===== config.mk =====
export PLATFORM = sky130hd
export DESIGN_NAME = modulator_carrier_select
export DESIGN_NICKNAME = d
export VERILOG_FILES = /design/src/verilog/carsel_pkg.sv /design/src/verilog/modulator_carrier_select.sv
export VERILOG_INCLUDE_DIRS = /design/src /design/src/verilog
export SDC_FILE = /design/constraint.sdc
export NUM_CORES = 1
export LEC_CHECK = 0
export BUFFER_PORTS_ARGS = -buffer_cell sky130_fd_sc_hd__buf_2
export CAP_MARGIN = 20
export CORE_MARGIN = 2
export CORE_UTILIZATION = 30
export DETAILED_ROUTE_END_ITERATION = 12
export GPL_TIMING_DRIVEN = 0
export SETUP_SLACK_MARGIN = 0.5
export SYNTH_ARGS = -nofsm -noshare
export SYNTH_HDL_FRONTEND = slang
export SYNTH_SLANG_ARGS = --single-unit

===== constraint.sdc =====
create_clock -name ref_clk_i -period 4 [get_ports ref_clk_i]
set_input_delay 1 -clock ref_clk_i [delete_from_list [all_inputs] [get_ports ref_clk_i]]
set_output_delay 1 -clock ref_clk_i [all_outputs]
set_load 0.1 [all_outputs]

===== src/verilog/carsel_map.svh =====
// Purpose: offsets, fields and codes of the carrier select block
// Assumes: AXI4-Lite byte addresses, one 32-bit word per register
// Notes:   included by the design and the bench
// Function
// [RL1] Select code picks carrier; 0000 is ground
// [RL2] Codes 1000 to 1111 connect nothing
// [RL3] Codes 0001/0010 route input pins one/two
// [RL4] Invert bit inverts selected low carrier
// [RL5] Low sync waits for low carrier fall
// [RL6] Sync clear switches carriers at once
// [RL7] Low control bit 4 reads zero
// [RL8] Carrier control bits readable, writable, held
// [RL9] Low layout: disable, invert, sync, select
// [RL10] High control mirrors low layout
// [RL11] Main control layout; bits 2,1 read zero
// [RL12] Output follows high or low carrier
`ifndef CARSEL_MAP_SVH
`define CARSEL_MAP_SVH

// ==================================================
// Register map
`define CARSEL_ADDR_W     8
`define CARSEL_OFS_MAIN   8'h00
`define CARSEL_OFS_SRC    8'h04
`define CARSEL_OFS_LOW    8'h08
`define CARSEL_OFS_HIGH   8'h0C
`define CARSEL_RESP_OKAY  2'h0
`define CARSEL_RESP_ERR   2'h2

// ==================================================
// Reset values
`define CARSEL_CAR_RST    7'h00
`define CARSEL_MAIN_RST   5'h00
`define CARSEL_SRC_RST    5'h00

// ==================================================
// Carrier select codes
`define CARSEL_SEL_GND    4'h0
`define CARSEL_SEL_PIN1   4'h1
`define CARSEL_SEL_PIN2   4'h2
`define CARSEL_SEL_CAPTURE_COMPARE_UNIT_THREE   4'h6
`define CARSEL_SEL_CAPTURE_COMPARE_UNIT_FOUR   4'h7
`define CARSEL_SEL_RSVD   3
`define CARSEL_SRC_SW     4'h0

`endif


===== src/verilog/carsel_pkg.sv =====
// Purpose: types of the carrier select block
// Assumes: carsel_map.svh holds every number
// Notes:   field order matches the register bit order
package carsel_pkg;

  // ==================================================
  // Register fields
  typedef struct packed {
    logic       output_disable;
    logic       invert;
    logic       edge_sync;
    logic [3:0] sel;
  } carrier_ctrl_t;

  typedef struct packed {
    logic modulator_enable;
    logic modulator_output_enable;
    logic output_slew_limit;
    logic output_invert;
    logic software_modulation_bit;
  } main_ctrl_t;

  typedef struct packed {
    logic       source_output_disable;
    logic [3:0] modulation_source_select;
  } src_ctrl_t;

  // ==================================================
  // Active carrier
  typedef enum logic {CAR_LOW, CAR_HIGH} car_state_t;

endpackage


===== src/verilog/modulator_carrier_select.sv =====
// Purpose: carrier select, polarity and edge sync of a modulator
// Assumes: carrier and modulation sources share ref_clk_i
// Notes:   only the two carrier pins cross in from outside
//
// The AXI4-Lite slave port and the register offsets were chosen for this implementation.
`include "carsel_map.svh"

module modulator_carrier_select
  import carsel_pkg::*;
#(
  parameter int MOD_SRC_W = 16
) (
  // Clock and reset
  input  wire logic                      ref_clk_i,
  input  wire logic                      sys_rst_i,
  // AXI4-Lite write address
  input  wire logic                      s_axil_awvalid,
  output logic                           s_axil_awready,
  input  wire logic [`CARSEL_ADDR_W-1:0] s_axil_awaddr,
  input  wire logic [2:0]                s_axil_awprot,
  // AXI4-Lite write data
  input  wire logic                      s_axil_wvalid,
  output logic                           s_axil_wready,
  input  wire logic [31:0]               s_axil_wdata,
  input  wire logic [3:0]                s_axil_wstrb,
  // AXI4-Lite write response
  output logic                           s_axil_bvalid,
  input  wire logic                      s_axil_bready,
  output logic [1:0]                     s_axil_bresp,
  // AXI4-Lite read
  input  wire logic                      s_axil_arvalid,
  output logic                           s_axil_arready,
  input  wire logic [`CARSEL_ADDR_W-1:0] s_axil_araddr,
  input  wire logic [2:0]                s_axil_arprot,
  output logic                           s_axil_rvalid,
  input  wire logic                      s_axil_rready,
  output logic [31:0]                    s_axil_rdata,
  output logic [1:0]                     s_axil_rresp,
  // Carrier sources
  input  wire logic                      carrier_input_pin_one_i,
  input  wire logic                      carrier_input_pin_two_i,
  input  wire logic                      ref_clock_signal_i,
  input  wire logic [3:0]                capture_compare_out_i,
  input  wire logic [3:0]                capture_compare_pwm_i,
  // Modulation sources
  input  wire logic [MOD_SRC_W-1:0]      mod_source_i,
  // Modulated output pin and control
  output logic                           mod_out_o,
  output logic                           mod_out_oe_o,
  output logic                           output_slew_limit_o,
  // Source pin gating
  output logic                           low_carrier_drive_en_o,
  output logic                           high_carrier_drive_en_o,
  output logic                           source_drive_en_o
);

  // ==================================================
  // Registers
  carrier_ctrl_t low_r;
  carrier_ctrl_t high_r;
  main_ctrl_t    main_r;
  src_ctrl_t     src_r;

  // ==================================================
  // Bus slave state
  logic                      aw_ok_r;
  logic                      w_ok_r;
  logic [`CARSEL_ADDR_W-1:0] awaddr_r;
  logic [31:0]               wdata_r;
  logic [3:0]                wstrb_r;
  logic                      bvalid_r;
  logic [1:0]                bresp_r;
  logic                      rvalid_r;
  logic [31:0]               rdata_r;
  logic [1:0]                rresp_r;
  logic                      wr_do;
  logic                      wr_lane;
  logic [`CARSEL_ADDR_W-1:0] wr_addr;
  logic [`CARSEL_ADDR_W-1:0] rd_addr;
  logic [7:0]                rd_byte;
  logic                      rd_hit;
  logic                      wr_hit;

  // ==================================================
  // Datapath state
  logic       pin1_meta_r;
  logic       pin1_r;
  logic       pin2_meta_r;
  logic       pin2_r;
  logic [7:0] car_src;
  logic       car_low_r;
  logic       car_high_r;
  logic       car_low_prev_r;
  logic       car_high_prev_r;
  logic       low_fall;
  logic       high_fall;
  logic       mod_nxt;
  logic       mod_r;
  car_state_t active_r;
  car_state_t active_nxt;
  logic       out_nxt;
  logic       mod_out_r;

  // ==================================================
  // Write channel
  assign s_axil_awready = !aw_ok_r && !bvalid_r;
  assign s_axil_wready  = !w_ok_r && !bvalid_r;
  assign wr_do          = aw_ok_r && w_ok_r;
  assign wr_lane        = wr_do && wstrb_r[0];
  assign wr_addr        = {awaddr_r[`CARSEL_ADDR_W-1:2], 2'h0};

  always_ff @(posedge ref_clk_i or posedge sys_rst_i) begin
    if (sys_rst_i) begin
      aw_ok_r  <= 1'b0;
      awaddr_r <= '0;
    end else if (s_axil_awvalid && s_axil_awready) begin
      aw_ok_r  <= 1'b1;
      awaddr_r <= s_axil_awaddr;
    end else if (wr_do) begin
      aw_ok_r  <= 1'b0;
    end
  end

  always_ff @(posedge ref_clk_i or posedge sys_rst_i) begin
    if (sys_rst_i) begin
      w_ok_r  <= 1'b0;
      wdata_r <= '0;
      wstrb_r <= '0;
    end else if (s_axil_wvalid && s_axil_wready) begin
      w_ok_r  <= 1'b1;
      wdata_r <= s_axil_wdata;
      wstrb_r <= s_axil_wstrb;
    end else if (wr_do) begin
      w_ok_r  <= 1'b0;
    end
  end

  always_comb begin
    if (wr_addr == `CARSEL_OFS_MAIN) begin
      wr_hit = 1'b1;
    end else if (wr_addr == `CARSEL_OFS_SRC) begin
      wr_hit = 1'b1;
    end else if (wr_addr == `CARSEL_OFS_LOW) begin
      wr_hit = 1'b1;
    end else if (wr_addr == `CARSEL_OFS_HIGH) begin
      wr_hit = 1'b1;
    end else begin
      wr_hit = 1'b0;
    end
  end

  always_ff @(posedge ref_clk_i or posedge sys_rst_i) begin
    if (sys_rst_i) begin
      bvalid_r <= 1'b0;
      bresp_r  <= `CARSEL_RESP_OKAY;
    end else if (wr_do) begin
      bvalid_r <= 1'b1;
      bresp_r  <= wr_hit ? `CARSEL_RESP_OKAY : `CARSEL_RESP_ERR;
    end else if (s_axil_bready) begin
      bvalid_r <= 1'b0;
    end
  end

  assign s_axil_bvalid = bvalid_r;
  assign s_axil_bresp  = bresp_r;

  // ==================================================
  // Register writes
  // Power-on values stand in for the unknown state; no soft reset exists here
  always_ff @(posedge ref_clk_i or posedge sys_rst_i) begin
    if (sys_rst_i) begin
      low_r <= `CARSEL_CAR_RST;
    end else if (wr_lane && wr_addr == `CARSEL_OFS_LOW) begin
      low_r <= {wdata_r[7:5], wdata_r[3:0]}; // RL8 RL9
    end
  end

  always_ff @(posedge ref_clk_i or posedge sys_rst_i) begin
    if (sys_rst_i) begin
      high_r <= `CARSEL_CAR_RST;
    end else if (wr_lane && wr_addr == `CARSEL_OFS_HIGH) begin
      high_r <= {wdata_r[7:5], wdata_r[3:0]}; // RL10
    end
  end

  always_ff @(posedge ref_clk_i or posedge sys_rst_i) begin
    if (sys_rst_i) begin
      main_r <= `CARSEL_MAIN_RST;
    end else if (wr_lane && wr_addr == `CARSEL_OFS_MAIN) begin
      main_r <= {wdata_r[7:4], wdata_r[0]}; // RL11
    end
  end

  always_ff @(posedge ref_clk_i or posedge sys_rst_i) begin
    if (sys_rst_i) begin
      src_r <= `CARSEL_SRC_RST;
    end else if (wr_lane && wr_addr == `CARSEL_OFS_SRC) begin
      src_r <= {wdata_r[7], wdata_r[3:0]};
    end
  end

  // ==================================================
  // Read channel
  assign s_axil_arready = !rvalid_r;
  assign rd_addr        = {s_axil_araddr[`CARSEL_ADDR_W-1:2], 2'h0};

  always_comb begin
    rd_hit = 1'b1;
    if (rd_addr == `CARSEL_OFS_MAIN) begin
      rd_byte = {main_r[4:1], mod_out_r, 2'h0, main_r[0]}; // RL11
    end else if (rd_addr == `CARSEL_OFS_SRC) begin
      rd_byte = {src_r[4], 3'h0, src_r[3:0]};
    end else if (rd_addr == `CARSEL_OFS_LOW) begin
      rd_byte = {low_r[6:4], 1'b0, low_r[3:0]}; // RL7 RL9
    end else if (rd_addr == `CARSEL_OFS_HIGH) begin
      rd_byte = {high_r[6:4], 1'b0, high_r[3:0]}; // RL10
    end else begin
      rd_byte = 8'h00;
      rd_hit  = 1'b0;
    end
  end

  always_ff @(posedge ref_clk_i or posedge sys_rst_i) begin
    if (sys_rst_i) begin
      rvalid_r <= 1'b0;
      rdata_r  <= '0;
      rresp_r  <= `CARSEL_RESP_OKAY;
    end else if (s_axil_arvalid && s_axil_arready) begin
      rvalid_r <= 1'b1;
      rdata_r  <= {24'h000000, rd_byte};
      rresp_r  <= rd_hit ? `CARSEL_RESP_OKAY : `CARSEL_RESP_ERR;
    end else if (s_axil_rready) begin
      rvalid_r <= 1'b0;
    end
  end

  assign s_axil_rvalid = rvalid_r;
  assign s_axil_rdata  = rdata_r;
  assign s_axil_rresp  = rresp_r;

  // ==================================================
  // Pin synchronisers
  always_ff @(posedge ref_clk_i or posedge sys_rst_i) begin
    if (sys_rst_i) begin
      pin1_meta_r <= 1'b0;
      pin1_r      <= 1'b0;
      pin2_meta_r <= 1'b0;
      pin2_r      <= 1'b0;
    end else begin
      pin1_meta_r <= carrier_input_pin_one_i;
      pin1_r      <= pin1_meta_r;
      pin2_meta_r <= carrier_input_pin_two_i;
      pin2_r      <= pin2_meta_r;
    end
  end

  // ==================================================
  // Carrier selection
  // Capture units count only in PWM mode, else they give low
  assign car_src = {capture_compare_out_i & capture_compare_pwm_i, // RL1
                    ref_clock_signal_i,
                    pin2_r, pin1_r, // RL3
                    1'b0}; // RL1

  function automatic logic pick(input carrier_ctrl_t c, input logic [7:0] s);
    logic v;
    v = c.sel[`CARSEL_SEL_RSVD] ? 1'b0 : s[c.sel[2:0]]; // RL2
    return v ^ c.invert; // RL4
  endfunction

  // Registered carriers cost one cycle but give clean edges
  always_ff @(posedge ref_clk_i or posedge sys_rst_i) begin
    if (sys_rst_i) begin
      car_low_r       <= 1'b0;
      car_high_r      <= 1'b0;
      car_low_prev_r  <= 1'b0;
      car_high_prev_r <= 1'b0;
    end else begin
      car_low_r       <= pick(low_r, car_src);
      car_high_r      <= pick(high_r, car_src);
      car_low_prev_r  <= car_low_r;
      car_high_prev_r <= car_high_r;
    end
  end

  assign low_fall  = car_low_prev_r && !car_low_r;
  assign high_fall = car_high_prev_r && !car_high_r;

  // ==================================================
  // Modulation source
  always_comb begin
    if (src_r.modulation_source_select == `CARSEL_SRC_SW) begin
      mod_nxt = main_r.software_modulation_bit;
    end else begin
      mod_nxt = mod_source_i[src_r.modulation_source_select];
    end
  end

  always_ff @(posedge ref_clk_i or posedge sys_rst_i) begin
    if (sys_rst_i) begin
      mod_r <= 1'b0;
    end else begin
      mod_r <= mod_nxt;
    end
  end

  // ==================================================
  // Active carrier
  always_comb begin
    active_nxt = active_r;
    case (active_r)
      CAR_LOW: begin
        if (mod_r && (!low_r.edge_sync || low_fall)) begin // RL5 RL6
          active_nxt = CAR_HIGH;
        end
      end
      CAR_HIGH: begin
        if (!mod_r && (!high_r.edge_sync || high_fall)) begin // RL6
          active_nxt = CAR_LOW;
        end
      end
      default: active_nxt = CAR_LOW;
    endcase
  end

  always_ff @(posedge ref_clk_i or posedge sys_rst_i) begin
    if (sys_rst_i) begin
      active_r <= CAR_LOW;
    end else begin
      active_r <= active_nxt;
    end
  end

  // ==================================================
  // Output pin
  assign out_nxt = main_r.modulator_enable &&
                   (((active_nxt == CAR_HIGH) ? car_high_r : car_low_r) // RL12
                    ^ main_r.output_invert);

  always_ff @(posedge ref_clk_i or posedge sys_rst_i) begin
    if (sys_rst_i) begin
      mod_out_r <= 1'b0;
    end else begin
      mod_out_r <= out_nxt;
    end
  end

  assign mod_out_o               = mod_out_r;
  assign mod_out_oe_o            = main_r.modulator_enable && main_r.modulator_output_enable;
  assign output_slew_limit_o     = main_r.output_slew_limit;
  assign low_carrier_drive_en_o  = !low_r.output_disable; // RL9
  assign high_carrier_drive_en_o = !high_r.output_disable; // RL10
  assign source_drive_en_o       = !src_r.source_output_disable;

  // ==================================================
  // Checks
  ground_sel_a: assert property (@(posedge ref_clk_i) disable iff (sys_rst_i) // RL1
    low_r.sel == `CARSEL_SEL_GND |=> car_low_r == $past(low_r.invert))
    else $error("ground carrier not low");

  rsvd_sel_a: assert property (@(posedge ref_clk_i) disable iff (sys_rst_i) // RL2
    high_r.sel[`CARSEL_SEL_RSVD] |=> car_high_r == $past(high_r.invert))
    else $error("reserved code passed a carrier");

  pin_route_a: assert property (@(posedge ref_clk_i) disable iff (sys_rst_i) // RL3
    low_r.sel == `CARSEL_SEL_PIN2 && !low_r.invert |=> car_low_r == $past(pin2_r))
    else $error("pin two not routed");

  low_invert_a: assert property (@(posedge ref_clk_i) disable iff (sys_rst_i) // RL4
    low_r.sel == `CARSEL_SEL_PIN1 && low_r.invert |=> car_low_r == !$past(pin1_r))
    else $error("low carrier not inverted");

  sync_hold_a: assert property (@(posedge ref_clk_i) disable iff (sys_rst_i) // RL5
    active_r == CAR_LOW && mod_r && low_r.edge_sync && !low_fall |=> active_r == CAR_LOW)
    else $error("switched before low carrier fell");

  no_sync_a: assert property (@(posedge ref_clk_i) disable iff (sys_rst_i) // RL6
    active_r == CAR_HIGH && !mod_r && !high_r.edge_sync |=> active_r == CAR_LOW)
    else $error("unsynced switch delayed");

  bit4_zero_a: assert property (@(posedge ref_clk_i) disable iff (sys_rst_i) // RL7
    s_axil_arvalid && s_axil_arready && rd_addr == `CARSEL_OFS_LOW
    |=> s_axil_rvalid && s_axil_rdata[4] == 1'b0)
    else $error("low control bit 4 not zero");

  low_write_a: assert property (@(posedge ref_clk_i) disable iff (sys_rst_i) // RL8
    wr_lane && wr_addr == `CARSEL_OFS_LOW
    |=> low_r.sel == $past(wdata_r[3:0]) && s_axil_bvalid)
    else $error("low control write lost");

  drive_off_a: assert property (@(posedge ref_clk_i) disable iff (sys_rst_i) // RL9
    wr_lane && wr_addr == `CARSEL_OFS_LOW && wdata_r[7] |=> !low_carrier_drive_en_o)
    else $error("low carrier drive not disabled");

  main_read_a: assert property (@(posedge ref_clk_i) disable iff (sys_rst_i) // RL11
    s_axil_arvalid && s_axil_arready && rd_addr == `CARSEL_OFS_MAIN
    |=> s_axil_rdata[2:1] == 2'h0 && s_axil_rdata[3] == $past(mod_out_r))
    else $error("main control readback wrong");

  follow_high_a: assert property (@(posedge ref_clk_i) disable iff (sys_rst_i) // RL12
    main_r.modulator_enable && !main_r.output_invert && mod_r && active_r == CAR_HIGH
    |=> mod_out_o == $past(car_high_r))
    else $error("output not following high carrier");

endmodule


==> results of run 1 <==
cells by family (layout without fill, tap and decap cells):
group / Yosys count / after routing / synth area share
compound gates: 25 / 25 / 0.0596
mux: 53 / 53 / 0.227
other cells: 1 / 26 / 0.00122
buf+inv: 44 / 132 / 0.0862
simple gates: 50 / 50 / 0.0972
xor+xnor: 2 / 2 / 0.00572
flops: 64 / 64 / 0.523
per-layer routing:
layer  track usage  up-vias  share of wire  routed length (microns)
li1              -     1018              -                        -
met1         0.167     1011           0.47                     3110
met2         0.193      104           0.42                     2780
met3        0.0536       16          0.084                      552
met4        0.0476        0          0.022                      147
met5             0        -              0                        0
power by group through the flow:
stage,combinational (W),sequential [W],clock [W]
after detailed placement,0.000980,0.00107,0
after global placement,0.000960,0.00106,0
after floorplan,0.000692,0.00115,0
after global routing,0.00103,0.00109,0.000625
after CTS,0.000981,0.00106,0.000600
final,0.000973,0.00106,0.000580
worst min-delay path by stage:
stage                  end         from  cells after the start  slack, ns
CTS                 pin1_r  pin1_meta_r                      0       0.35
detailed placement  pin1_r  pin1_meta_r                      0       0.34
floorplan           pin1_r  pin1_meta_r                      0       0.33
finish              pin2_r  pin2_meta_r                      0       0.35
global placement    pin1_r  pin1_meta_r                      0       0.33
global route        pin2_r  pin2_meta_r                      0       0.36
state kept, by name (all words and copies together) (netlist names), 4 cells and up:
signal / count
high_r: 7
low_r: 7
wdata_r: 8
main_r: 4
awaddr_r: 6
src_r: 5
s_axil_rdata: 8
critical path, delay by kind of cell, from the launching register on:
| kind | cells | cell delay [ns] |
|---|---|---|
| DFF | 1 | 0.45 |
| buffers and inverters | 1 | 0.42 |
| and+or+nand+nor | 1 | 0.17 |
synth_stat cells (2+ instances only):
cell       n
dfrtp_1   64
o21ai_0    6
nor2_1     9
and2_1     3
xor2_1     2
mux2i_1    2
mux2_2    42
a22oi_1    2
mux4_2     9
nand2_1   15
o31a_1     2
a31oi_1    2
a22o_1     3
a221oi_1   3
inv_1     12
buf_4     26
nand2b_1   3
nand3_1    3
o211ai_1   4
nor2b_1    3
and3b_1    2
clkbuf_1   5
nor3b_4    2
nand4_1    3
cell type report:
class	instances	area, sq um
well taps	133	166
multi-input cells	156	1290
clock buffers	11	131
fillers	964	5960
clock inverters	4	70.1
plain buffers	32	219
inverters	12	45.0
repair buffers	73	380
flip-flops and latches	64	1600
per-stage QoR:
step	cells	util	total power, W
after floorplan	264	-	0.00184
after global placement	469	0.373	0.00202
after detailed placement	470	0.375	0.00205
after CTS	485	0.396	0.00264
after global routing	485	0.396	0.00275
final	485	0.396	0.00261
==> summary.md, run 1 <==
| Metric | Value |
|---|---|
| Outcome | completed |
| Longest Clk Path Bufs | 2 |
| R2R Setup Slk | 2.08 ns |
| Num Clock Sinks | between 60 and 70 |
| ANT nets after route | 0 |
| H-tree levels | 3 |
| Combinational share of power | 0.372 |
| Seq/Total Area, Yosys | 0.523 |
| Worst path required time | ~3.0 ns |
| DP Worst Slack | 1.51 ns |
| Pleak | 1.95 nW |
| Ys flop type | dfrtp_1 |
| DP Area | between 0.003 and 0.004 sq mm |
| Crit path largest cell delay | 0.45 ns |
| Crit. Startpoint | main_r[4] |
| I/O pin cnt | 139 |
| Fin nets | 440 |
| Placer's final routability congestion estimate | roughly 0.75 |
| Total internal power | 0.00154 W |
| Leading cell type in the layout, fill and taps excluded | buf_2 |
| Period Utilization, post-route | 0.598 |
| Minimum clock period | 2.39 ns |
| Crit path DAT | 1.39 ns |
| Startpoint types | flop |
| CTS Root Cell | clkbuf_8 |
| Total track usage | 0.129 |
| Sw Pwr | 0.00108 W |
| Post-Route Hold Slack | 0.350 ns |
| Cell area after layout | 0.00391 sq mm |
| Final setup skew | 0.00935 ns |
| Die X | 105 microns |
| Max VDD drop | 0.701 mV |
| Post-synth EDFFs | 0 |
| Initial drt markers | 65 |
| Initial antenna violation count | 0 |
| Fmax | 0.418 GHz |
| Pwr per Cell Area | 670 mW/mm^2 |
| Max Cap Viol | 0 |
| Slew at the pin with the worst max-slew slack | approximately 0.56 ns |
| Die Y | 105 microns |
| DRT Wirelength | 6590 microns |
| Floorplan core area | 0.00986 sq mm |
| Most frequent cells in the layout | 73 x buf_2, 64 x dfrtp_1, 42 x mux2_2, 26 x buf_4, 26 x conb_1 |
| Flop pwr share | 0.406 |
| Vias in the first global route | 2,282 |
| Post-CTS Hold Fix Bufs | 0 |
| Antenna Cells | 0 |
| Area contributors post-synth | dfrtp_1 52%, mux2_2 15%, mux4_2 6.6% |
| Slew Viols, Final | 0 |
| Reg2reg path depth | 4 |
| CP max FO | 6 |
| Avg Inst Size Synth | 12.8 sq um |
| Clock power frac | 0.222 |
| Final hold violation count | 0 |
| Initial DRT Pass Iterations | 4 |
| Critical Path Sink Type | primary output |
| Mapped cell area | 0.00306 sq mm |
| FF-to-FF Start | awaddr_r[7] |
| Reg-to-reg endpoint | low_r[4] |
| Post-CTS Resized | 0 |
| Die Area | ~0.011 sq mm |
| TritonCTS Buffers | 9 |
| Drt drc | 0 |
| Synth area leader | dfrtp_1 |
| Synth async-reset ratio | 1.00 |
| P&R area growth vs syn | 27.5% |
| Post-synth top area share | 0.523 |
| Post-DP HPWL | around 5000 microns |
| Final setup fails | 0 |
| WL/cell | 13.6 microns |
| Total grt overflow | 0 |
| Hold WC Path Type | reg -> reg |
| # rows | 36 |
| Worst path cell trace | and2_1, buf_2 |
| Slowest CP cell | dfrtp_1 |
| Postcts setup bufs | 0 |
| Synth Register Bits | 64 |
| Final worst slack | approximately 1.6 ns |
| Vias | 2,149 |
| Setup TNS | 0 ns |
| Share of cells above drive strength 1 | 0.483 |
| Number of I/O port buffers | 72 |
| Via-to-Cell Ratio | 4.43 |
| Starting Density | 0.311 |
| Max_slew headroom | 0.629 |
| Worst setup path end | mod_out_oe_o |
| CTS tree | yes |
| RSZ-0062 raised after global routing | no |
| First-pass GRT wire length | 11,100 microns |
| Pin count of the biggest net entering global routing | 44 |
| Clock-pin slew on the worst setup and hold paths | 0.07 ns |
| Clock Latency Late Sink | 0.35 ns |
| Synth Warn # | 0 |
| CP Class | reg -> out |
| Gate Count Post-Synth | about 240 |
| Library cells used by synthesis | 36 |
| Sw Share | 0.413 |
No activity file was read; power rests on OpenSTA's default activity.
==> inputs of run 2 (changes only) <==
==> constraint.sdc (replaced) <==
create_clock -name ref_clk_i -period 2.1 [get_ports ref_clk_i]
set_input_delay 0.525 -clock ref_clk_i [delete_from_list [all_inputs] [get_ports ref_clk_i]]
set_output_delay 0.525 -clock ref_clk_i [all_outputs]
set_load 0.1 [all_outputs]
==> run 2 against run 1 <==
Effect of this change: flip-flop and latch count stayed put; global-route usage is 0.55 points higher; via count is 2.5% higher; register-to-register slack worse by 1.7 ns; critical path depth is 3 higher; count of clock-buffer cells in the layout is 1 higher; worst hold slack worse by 0.095 ns; largest cell class unchanged; largest power group is now combinational cells.
==> summary.md, run 2 (same netlist as run 1, synthesis figures left out) <==
| Metric | Value |
|---|---|
| Pwr per Cell Area | approximately 1300 mW/mm^2 |
| Worst path cell trace | nor4_4, nand2_2, nor3b_4, buf_12, mux2_4 |
| Max_slew headroom | 0.590 |
| Register area | 0.00161 sq mm |
| Pleak | 2.15 nW |
| Starting Density | 0.311 |
| Util after Layout | 0.446 |
| CTS tree | yes |
| Floorplan core area | roughly 0.0099 sq mm |
| Final setup skew | 0.0101 ns |
| Fmax | 0.573 GHz |
| Clock-pin slew on the worst setup and hold paths | 0.07 ns |
| Startpoint types | flop |
| RSZ-0062 raised after global routing | yes |
| Fin nets | ~450 |
| Fill cells | 913 |
| Critical Path Sink Type | flop |
| First-pass GRT wire length | 11,700 microns |
| CTS Root Cell | clkbuf_8 |
| Period Utilization, post-route | 0.831 |
| ANT nets after route | 0 |
| Number of I/O port buffers | 72 |
| Die X | roughly 110 microns |
| DRT Wirelength | approximately 7000 microns |
| Crit path largest cell delay | 0.41 ns |
| Area of the multi-input gates | ~0.0014 sq mm |
| Most frequent cells in the layout | 59 x dfrtp_1, 51 x buf_2, 45 x buf_4, 26 x mux2_4, 26 x conb_1 |
| Post-Route Hold Slack | 0.256 ns |
| Final hold violation count | 0 |
| TritonCTS Buffers | 9 |
| Placer's final routability congestion estimate | 0.783 |
| Power, Total | 0.00550 W |
| Vias | approximately 2,200 |
| Post-CTS Hold Fix Bufs | 0 |
| Total track usage | 0.135 |
| Max Cap Viol | 0 |
| Initial drt markers | roughly 160 |
| Slew Viols, Final | 0 |
| Share of cells above drive strength 1 | 0.555 |
| FF-to-FF Start | awaddr_r[6] |
| Crit path DAT | 1.97 ns |
| Initial antenna violation count | 0 |
| Outcome | completed |
| Final worst slack | 0.355 ns |
| Longest Clk Path Bufs | 2 |
| Die Y | 105 microns |
| Drt drc | 0 |
| WL/cell | 14.2 microns |
| Pin count of the biggest net entering global routing | 38 |
| Crit. Startpoint | awaddr_r[6] |
| Worst path required time | roughly 2.3 ns |
| Die Area | 0.0110 sq mm |
| CP Class | reg -> reg |
| Vias in the first global route | around 2,300 |
| R2R Setup Slk | roughly 0.35 ns |
| Final setup fails | 0 |
| DP Worst Slack | between 0.15 and 0.2 ns |
| Initial DRT Pass Iterations | 5 |
| Via-to-Cell Ratio | 4.41 |
| Clock Latency Late Sink | 0.34 ns |
| Slew at the pin with the worst max-slew slack | 0.613 ns |
| Setup TNS | 0 ns |
| Max VDD drop | between 1 and 1.5 mV |
| Total grt overflow | 0 |
| Minimum clock period | roughly 1.7 ns |
| Num Clock Sinks | 64 |
| Hold WC Path Type | in -> async |
| Antenna Cells | 0 |
| CP max FO | 5 |
| H-tree levels | 3 |
| Post-DP HPWL | around 5200 microns |
| I/O pin cnt | about 140 |
| Slowest CP cell | dfrtp_1 |
| Leading cell type in the layout, fill and taps excluded | dfrtp_1 |
| P&R area growth vs syn | 43.6% |
| # rows | 36 |
[run 2: cell types whose count changed in the layout (fill, tap and decap cells not counted), sizes merged]
cell      before  now
buf          100  114
bufinv         2    1
clkinv         2    3
clkinvlp       0    2
inv           12   10
[run 2: critical path, delay by kind of cell (launching register included)]
family	cells	cell delay, ns
flip-flops	1	0.41
AND/OR/NAND/NOR	3	0.77
multiplexers	1	0.29
buffers and inverters	1	0.16
[run 2: final cells by class]
| class | count | share of cell area |
|---|---|---|
| Sequential cell | 64 | 0.367 |
| Multi-Input combinational cell | 156 | 0.327 |
| Timing Repair Buffer | 86 | 0.153 |
| Buffer | 32 | 0.0595 |
| Tap cell | 133 | 0.0378 |
| Clock buffer | 12 | 0.0330 |
| Inverter | 12 | 0.0119 |
| Clock inverter | 4 | 0.0102 |
[run 2: routing by layer]
| layer | GRT usage | up-vias | routed length (microns) |
|---|---|---|---|
| li1 | - | 1044 | - |
| met1 | 0.175 | 1062 | 3090 |
| met2 | 0.218 | 89 | 3410 |
| met3 | 0.0468 | 7 | 538 |
| met4 | 0.0295 | 0 | 55 |
| met5 | 0 | - | 0 |
[run 2: repair_timing]
| action | in CTS | in global routing |
|---|---|---|
| endpoints found under the setup margin | 48 | 37 |
| gates cloned | 0 | 0 |
| resized for setup | 58 | 13 |
| pin swaps | 7 | 6 |
| buffers inserted | 8 | 5 |
[run 2: metrics by stage]
stage,cell area (sq um),instances
global placement,3820,469
global route,4400,499
finish,4400,499
floorplan,3290,264
detailed placement,3840,470
CTS,4310,494
[run 2: worst paths after layout]
path	to	depth (start not counted)
setup / recovery	low_r[5]	5
hold / removal	s_axil_bresp[1]	2
setup reg to reg	low_r[5]	5
hold reg to reg	pin1_r	0
max in group asynchronous	s_axil_rvalid	3
min in group ref_clk_i	pin2_meta_r	1
[run 2: power breakdown]
group          leakage, nW  total [W]  switching (W)  internal [W]
clock                0.100    0.00103       0.000451      0.000575
combinational         1.23    0.00240        0.00130       0.00110
sequential           0.822    0.00207       0.000448       0.00163
total                 2.15    0.00550        0.00220       0.00331
